`config.mk`:
```
export PLATFORM = sky130hd
export DESIGN_NAME = smcr_regs
export DESIGN_NICKNAME = d
export VERILOG_FILES = /design/src/design/smcr_pulse.v /design/src/design/smcr_regs.v
export VERILOG_INCLUDE_DIRS = /design/src /design/src/pkg
export SDC_FILE = /design/constraint.sdc
export NUM_CORES = 1
export LEC_CHECK = 0
export ABC_CLOCK_PERIOD_IN_PS = 1860
export BUFFER_PORTS_ARGS = -buffer_cell sky130_fd_sc_hd__buf_2
export CAP_MARGIN = 20
export CORE_MARGIN = 10
export CORE_UTILIZATION = 40
export DETAILED_ROUTE_END_ITERATION = 6
export GPL_TIMING_DRIVEN = 0
export SLEW_MARGIN = 20
export SYNTH_ARGS = -nofsm -noshare
export SYNTH_HDL_FRONTEND = slang
export SYNTH_HIERARCHICAL = 1
export SYNTH_SLANG_ARGS = --single-unit
```
`constraint.sdc`:
```
create_clock -name i_clk -period 1.86 [get_ports i_clk]
set_input_delay 0.186 -clock i_clk [delete_from_list [all_inputs] [get_ports i_clk]]
set_output_delay 0.186 -clock i_clk [all_outputs]
set_load 0.01 [all_outputs]
```
`src/pkg/smcr_consts.vh`:
```
// Constants for the serializer main control register bank.
`ifndef SMCR_CONSTS_VH
`define SMCR_CONSTS_VH

// Register offsets.
`define SMCR_ADDR_IDENT      8'h00
`define SMCR_ADDR_RESET      8'h01
`define SMCR_ADDR_GENCFG     8'h02

// Identity register fields.
`define SMCR_ID_OVR_BIT      0
`define SMCR_ID_HI           7
`define SMCR_ID_LO           1

// Reset register fields.
`define SMCR_RST_ROM_BIT     2
`define SMCR_RST_FULL_BIT    1
`define SMCR_RST_KEEP_BIT    0
`define SMCR_RST_RSVD_HI     7
`define SMCR_RST_RSVD_LO     3

// General configuration fields.
`define SMCR_CFG_RSVD7_BIT   7
`define SMCR_CFG_CONT_BIT    6
`define SMCR_CFG_LANE_HI     5
`define SMCR_CFG_LANE_LO     4
`define SMCR_CFG_RSVD_HI     3
`define SMCR_CFG_RSVD_LO     2
`define SMCR_CFG_CRC_BIT     1
`define SMCR_CFG_VSEL_BIT    0

// Reset values.
`define SMCR_RST_RSVD_RST    5'h00
`define SMCR_LANE_RST        2'h3
`define SMCR_CFG_RSVD_RST    2'h0
`define SMCR_ID_RST          7'h00
`define SMCR_CRC_RST         1'b1
`define SMCR_CONT_RST        1'b0
`define SMCR_VSEL_RST        1'b0

// Start-up counter: straps are caught at the capture count.
`define SMCR_BOOT_CAP        2'h2
`define SMCR_BOOT_END        2'h3

// Width of the reset pulses launched by the trigger bits.
`define SMCR_PULSE_CYC       4'h4

`endif

```
`src/design/smcr_pulse.v`:
```
// Self-clearing trigger that stretches a write strobe into a pulse.
`timescale 1ns/1ps
module smcr_pulse (
  // Clock and reset.
  input  wire       i_clk,
  input  wire       i_sys_rst,
  // Launch strobe.
  input  wire       i_fire,
  // Pulse output.
  output reg        o_pulse
);
`include "smcr_consts.vh"

  reg  [3:0] cnt_q;

  always @(posedge i_clk or posedge i_sys_rst) begin
    if (i_sys_rst) begin
      cnt_q   <= 4'h0;
      o_pulse <= 1'b0;
    end else if (i_fire) begin
      cnt_q   <= `SMCR_PULSE_CYC - 4'h1;
      o_pulse <= 1'b1;
    end else if (cnt_q != 4'h0) begin
      cnt_q   <= cnt_q - 4'h1;
      o_pulse <= 1'b1;
    end else begin
      o_pulse <= 1'b0;
    end
  end

endmodule // smcr_pulse

```
`src/design/smcr_regs.v`:
```
// Main control register bank: identity, reset control, general config.
//
// Function
// - Identity bits 7:1 hold the bus target identifier and always read back the one in use.
// - With the override clear the identifier is read-only and shows the strapped value.
// - With the override set the identifier is writable and the written value is used.
// - Writing 1 to reset bit 2 launches a ROM reload and the bit clears itself.
// - Writing 1 to reset bit 1 resets all logic including registers and clears itself.
// - Writing 1 to reset bit 0 resets logic but keeps registers and clears itself.
// - Config bit 6 selects continuous clock lane, 0 non-continuous, reset 0.
// - Config bits 5:4 select 1, 2 or 4 data lanes and reset to 0x3.
// - Config bit 0 takes the bus voltage strap at start-up and stays writable.
`timescale 1ns/1ps
module smcr_regs (
  // Clock and reset.
  input  wire       i_clk,
  input  wire       i_sys_rst,
  // Register access port.
  input  wire       i_wr_en,
  input  wire       i_rd_en,
  input  wire [7:0] i_addr,
  input  wire [7:0] i_wdata,
  output reg  [7:0] o_rdata,
  // Strap inputs.
  input  wire [6:0] i_address_strap_pin,
  input  wire       i_vsel_strap,
  // Configuration outputs.
  output reg  [6:0] o_bus_target_id,
  output reg        o_clock_lane_continuous,
  output reg  [1:0] o_lane_sel,
  output reg        o_tx_checksum_generator_on,
  output reg        o_bus_1v8_sel,
  // Reset and reload pulses.
  output reg        o_rom_reload,
  output reg        o_logic_reset
);
`include "smcr_consts.vh"

  // Strap synchronisers: first stage feeds only the second.
  reg  [6:0] id_s1_q;
  reg  [6:0] id_s2_q;
  reg        vs_s1_q;
  reg        vs_s2_q;
  // Start-up capture: one cycle after release of the second stage.
  reg  [1:0] boot_q;
  reg  [6:0] strap_id_q;

  // Register storage.
  reg        ovr_q;
  reg  [6:0] wr_id_q;
  reg  [4:0] rst_rsvd_q;
  reg        cfg_rsvd7_q;
  reg        cont_q;
  reg  [1:0] lane_q;
  reg  [1:0] cfg_rsvd_q;
  reg        crc_q;
  reg        vsel_q;

  // Full-reset request holds registers in reset for a pulse.
  wire       full_pulse;
  wire       keep_pulse;
  wire       rom_pulse;
  wire       reg_rst = i_sys_rst | full_pulse;

  wire       wr_rst = i_wr_en & (i_addr == `SMCR_ADDR_RESET);
  wire       wr_id  = i_wr_en & (i_addr == `SMCR_ADDR_IDENT);
  wire       wr_cfg = i_wr_en & (i_addr == `SMCR_ADDR_GENCFG);

  wire [6:0] id_now = ovr_q ? wr_id_q : strap_id_q;

  always @(posedge i_clk or posedge i_sys_rst) begin
    if (i_sys_rst) begin
      id_s1_q <= 7'h00;
      id_s2_q <= 7'h00;
      vs_s1_q <= 1'b0;
      vs_s2_q <= 1'b0;
    end else begin
      id_s1_q <= i_address_strap_pin;
      id_s2_q <= id_s1_q;
      vs_s1_q <= i_vsel_strap;
      vs_s2_q <= vs_s1_q;
    end
  end

  // Strapped identifier is caught once after reset release.
  always @(posedge i_clk or posedge i_sys_rst) begin
    if (i_sys_rst) begin
      boot_q     <= 2'h0;
      strap_id_q <= `SMCR_ID_RST;
    end else begin
      if (boot_q != `SMCR_BOOT_END) begin
        boot_q <= boot_q + 2'h1;
      end
      if (boot_q == `SMCR_BOOT_CAP) begin
        strap_id_q <= id_s2_q;
      end
    end
  end

  // Register file, cleared by power-on reset and by the full logic reset.
  always @(posedge i_clk or posedge reg_rst) begin
    if (reg_rst) begin
      ovr_q       <= 1'b0;
      wr_id_q     <= `SMCR_ID_RST;
      rst_rsvd_q  <= `SMCR_RST_RSVD_RST;
      cfg_rsvd7_q <= 1'b0;
      cont_q      <= `SMCR_CONT_RST;
      lane_q      <= `SMCR_LANE_RST;
      cfg_rsvd_q  <= `SMCR_CFG_RSVD_RST;
      crc_q       <= `SMCR_CRC_RST;
      vsel_q      <= `SMCR_VSEL_RST;
    end else begin
      if (boot_q == `SMCR_BOOT_CAP) begin
        vsel_q <= vs_s2_q;
      end else if (wr_cfg) begin
        vsel_q <= i_wdata[`SMCR_CFG_VSEL_BIT];
      end
      if (wr_id) begin
        ovr_q <= i_wdata[`SMCR_ID_OVR_BIT];
        if (ovr_q) begin
          wr_id_q <= i_wdata[`SMCR_ID_HI:`SMCR_ID_LO];
        end else begin
          wr_id_q <= id_now;
        end
      end
      if (wr_rst) begin
        rst_rsvd_q <= i_wdata[`SMCR_RST_RSVD_HI:`SMCR_RST_RSVD_LO];
      end
      if (wr_cfg) begin
        cfg_rsvd7_q <= i_wdata[`SMCR_CFG_RSVD7_BIT];
        cont_q      <= i_wdata[`SMCR_CFG_CONT_BIT];
        lane_q      <= i_wdata[`SMCR_CFG_LANE_HI:`SMCR_CFG_LANE_LO];
        cfg_rsvd_q  <= i_wdata[`SMCR_CFG_RSVD_HI:`SMCR_CFG_RSVD_LO];
        crc_q       <= i_wdata[`SMCR_CFG_CRC_BIT];
      end
    end
  end

  // Trigger bits are never stored; a 1 launches a pulse, a 0 is ignored.
  smcr_pulse u_rom (
    .i_clk     (i_clk),
    .i_sys_rst (i_sys_rst),
    .i_fire    (wr_rst & i_wdata[`SMCR_RST_ROM_BIT]),
    .o_pulse   (rom_pulse)
  );

  smcr_pulse u_full (
    .i_clk     (i_clk),
    .i_sys_rst (i_sys_rst),
    .i_fire    (wr_rst & i_wdata[`SMCR_RST_FULL_BIT]),
    .o_pulse   (full_pulse)
  );

  smcr_pulse u_keep (
    .i_clk     (i_clk),
    .i_sys_rst (i_sys_rst),
    .i_fire    (wr_rst & i_wdata[`SMCR_RST_KEEP_BIT]),
    .o_pulse   (keep_pulse)
  );

  // Outputs and read data, all registered.
  always @(posedge i_clk or posedge i_sys_rst) begin
    if (i_sys_rst) begin
      o_rdata                    <= 8'h00;
      o_bus_target_id            <= `SMCR_ID_RST;
      o_clock_lane_continuous    <= `SMCR_CONT_RST;
      o_lane_sel                 <= `SMCR_LANE_RST;
      o_tx_checksum_generator_on <= `SMCR_CRC_RST;
      o_bus_1v8_sel              <= `SMCR_VSEL_RST;
      o_rom_reload               <= 1'b0;
      o_logic_reset              <= 1'b0;
    end else begin
      o_bus_target_id            <= id_now;
      o_clock_lane_continuous    <= cont_q;
      o_lane_sel                 <= lane_q;
      o_tx_checksum_generator_on <= crc_q;
      o_bus_1v8_sel              <= vsel_q;
      o_rom_reload               <= rom_pulse;
      o_logic_reset              <= keep_pulse | full_pulse;
      if (i_rd_en) begin
        case (i_addr)
          `SMCR_ADDR_IDENT: begin
            o_rdata <= {id_now, ovr_q};
          end
          `SMCR_ADDR_RESET: begin
            o_rdata <= {rst_rsvd_q, 3'h0};
          end
          `SMCR_ADDR_GENCFG: begin
            o_rdata <= {cfg_rsvd7_q, cont_q, lane_q, cfg_rsvd_q, crc_q,
                        vsel_q};
          end
          default: begin
            o_rdata <= 8'h00;
          end
        endcase
      end
    end
  end

endmodule // smcr_regs

```
==> results.sh <==
export IMPL_placed_area_um2=3800
export IMPL_yosysWarnings=6
export IMPL_criticalPathCategory="flip-flop to flip-flop"
export IMPL_fin_tns_setup_ps=0
export IMPL_rsz0062_at_grt="false"
export IMPL_cts_sinks=83
export IMPL_worst_setup_path_end_kind="flip-flop"
export IMPL_fin_skew_ps=13.0
export IMPL_hpwlAfterDp_mm=4.74
export IMPL_dieArea_um2=12600
export IMPL_yosysTopAreaCellShare_pct=56.8
export IMPL_syn_area_um2=3390
export IMPL_drtPass1Iterations=4
export IMPL_netlist_instances=245
export IMPL_die_w_um=112
export IMPL_path_clk_slew_ps=80
export IMPL_whs_ps=113
export IMPL_fill_cells=758
export IMPL_status="completed"
export IMPL_pre_cts_ws_ps=-314
export IMPL_cts_tree="built"
export IMPL_cp_cell_sequence="clkbuf_1 -> buf_2 -> mux2_2 -> mux2i_1 -> o22ai_1"
export IMPL_first_global_vias=2149
export IMPL_cts_buffers=9
export IMPL_clock_latency_ps=350
export IMPL_ios=50
export IMPL_gp_congestion=0.738
export IMPL_vias=2042
export IMPL_finalNonFillerCells=425
export IMPL_wl_per_cell_um=15.3
export IMPL_overflow=0
export IMPL_fin_ws_ps=133
export IMPL_power_mw=4.40
export IMPL_synth_area_leader_cell="dfrtp_1"
export IMPL_syn_nets=278
export IMPL_route_detailed_drc=0
export IMPL_fin_util_pct=49.6
export IMPL_die_y_um=112
export IMPL_grt_busiest_layer="met1"
export IMPL_use_met3_pct=2.82
export IMPL_cts_max_level=3
export IMPL_postRouteAntennaNets=0
export IMPL_cp_slowest_stage_delay_ps=380
export IMPL_hold_depth=2
export IMPL_rr_worst_depth=5
export IMPL_num_rows=33
export IMPL_synth_common_cells="dfrtp_1 (77), mux2_2 (42), inv_1 (23)"
export IMPL_placed_cells=400
export IMPL_groute_usage_overall_pct=10.7
export IMPL_drive_above_1_share_pct=41.9
export IMPL_setup_viol_count_final=0
export IMPL_synth_cell_type_count=33
export IMPL_use_met1_pct=14.9
export IMPL_yosysSeqAreaShare_pct=61.4
export IMPL_drt_total_wl_mm=6.51
export IMPL_regArea_um2=2080
export IMPL_start_util_pct=41.1
export IMPL_hp_class="input port to flip-flop"
export IMPL_drt_iter0_drc=76
export IMPL_fmax_ghz=0.579
export IMPL_synth_area_top_cells="dfrtp_1 (57%), mux2_2 (14%), dfstp_2 (4.6%)"
export IMPL_hold_viol=0
export IMPL_required_ps=2080
export IMPL_yosysMostFrequentCell="dfrtp_1"
export IMPL_multi_input_area_um2=1210
export IMPL_arrival_ps=1950
export IMPL_nets=348
export IMPL_synth_area_per_cell_um2=13.9
export IMPL_clk_path_buf_depth=2
export IMPL_fin_area_um2=4090
export IMPL_synth_edf_count=0
export IMPL_cts_setup_buffers=0
export IMPL_antenna_found_initial=0
export IMPL_finalCritPeriodShare_pct=92.8
export IMPL_grt_use_met2_pct=14.8
export IMPL_layout_min_cycle_time_ps=1730
export IMPL_grt_max_degree=29
export IMPL_root_buffer="clkbuf_8"
export IMPL_cap_violations=0
export IMPL_core_um2=8260
export IMPL_syn2layout_area_growth_pct=20.6
export IMPL_yosys_most_used_dff="dfrtp_1"
export IMPL_leakage_nw=1.88
export IMPL_n_antenna_cell=0
export IMPL_power_per_cell_area_nw_per_um2=1080
export IMPL_async_flop_share_pct=100
export IMPL_slew_violations=0
export IMPL_ys_ff_latch=83
export IMPL_worst_pin_slew_ps=532
export IMPL_viasPerCell=4.80
export IMPL_cp_slowest_cell="mux2_2"
export IMPL_peakVddDrop_mv=0.393
export IMPL_cp_start_kind="flip-flop"
export IMPL_cp_max_fo=10
export IMPL_port_buffer_count=48
export IMPL_grt_pass1_wl_mm=11.0
export IMPL_relSlewSlack_pct=64.3
## cell usage in the layout, fill, tap and decap left out, types with 2 or more instances in the layout
cell type	instances
ha_1	5
nand2_1	3
o22ai_1	7
inv_1	22
nand3_2	3
nand3b_1	3
clkbuf_8	10
clkbuf_1	6
nor3b_4	3
a222oi_1	5
buf_2	49
nor2b_1	11
dfstp_2	6
mux2i_1	8
nor2_1	7
nor3_1	4
o21ai_0	2
nand3_1	2
nand2b_1	6
nor2_2	4
dfrtp_1	77
mux2_2	42
mux2_4	3
nor3_2	3
dlygate4sd3_1	9
a21oi_1	3
## sequential cells by signal, summed over array words and instances (netlist names), 4 cells and up
signal,flops
o_rdata,8
id_s1_q,7
id_s2_q,7
o_bus_target_id,7
strap_id_q,7
wr_id_q,7
rst_rsvd_q,5
u_full/cnt_q,4
u_keep/cnt_q,4
u_rom/cnt_q,4
## path summary, 6_finish.rpt
kind,startpoint,endpoint,slack (ps)
setup / recovery,ovr_q$_DFFE_PP0P_,o_rdata[2]$_DFFE_PP0P_,130
hold / removal,i_wdata[4],lane_q[0]$_DFFE_PP1P_,110
setup reg to reg,ovr_q$_DFFE_PP0P_,o_rdata[2]$_DFFE_PP0P_,130
hold reg to reg,u_full/o_pulse$_DFF_PP0_,wr_id_q[1]$_DFFE_PP0P_,310
max in group asynchronous,i_sys_rst,lane_q[1]$_DFFE_PP1P_,890
min in group asynchronous,u_full/o_pulse$_DFF_PP0_,wr_id_q[1]$_DFFE_PP0P_,310
## cell families (layout without fill, tap and decap cells)
family	count (synthesis)	count (layout)	share of synthesized area, %
and+or+nand+nor	54	54	11.2
buffers and inverters	29	104	3.35
muxes	53	53	17.6
DFF	83	83	61.4
xor gates and xnor gates	1	1	0.258
adders and majority gates	5	5	1.84
AOI/OAI and AO/OA	20	20	4.28
## cell type report
| type | instances | share of cell area (%) |
|---|---|---|
| buffer | 6 | 0.672 |
| clock buffer | 12 | 3.55 |
| clock inverter | 4 | 1.25 |
| inverter | 23 | 2.11 |
| multi-input combinational | 133 | 29.5 |
| sequential | 83 | 50.9 |
| tap | 105 | 3.21 |
| timing repair buffer | 59 | 8.83 |
## what timing repair did
item / in CTS / in global routing
setup endpoints to repair: 0 / 4
endpoints found under the hold margin: 44 / 0
resized for setup: 0 / 3
hold buffers: 9 / 0
## critical path: cells and delay by family (launching register included)
family,cells,cell delay [ps]
DFF,1,320
muxes,2,540
AOI/OAI and AO/OA,1,90
buffers and inverters,2,660
## per-layer routing
| metal | part of all wire, % | up-vias | wire length [µm] |
|---|---|---|---|
| met5 | 0 | - | 0 |
| met4 | 1.7 | 0 | 111 |
| met3 | 5.3 | 9 | 345 |
| met2 | 44 | 56 | 2860 |
| met1 | 49 | 990 | 3190 |
| li1 | - | 987 | - |
## report_power, final
group	leakage [nW]	internal [mW]	total, mW	switching (mW)
clock network	0.0966	0.659	1.27	0.610
registers	1.00	2.04	2.23	0.198
logic	0.779	0.508	0.899	0.391
total	1.88	3.20	4.40	1.20
(Power assumes the default switching activity.)
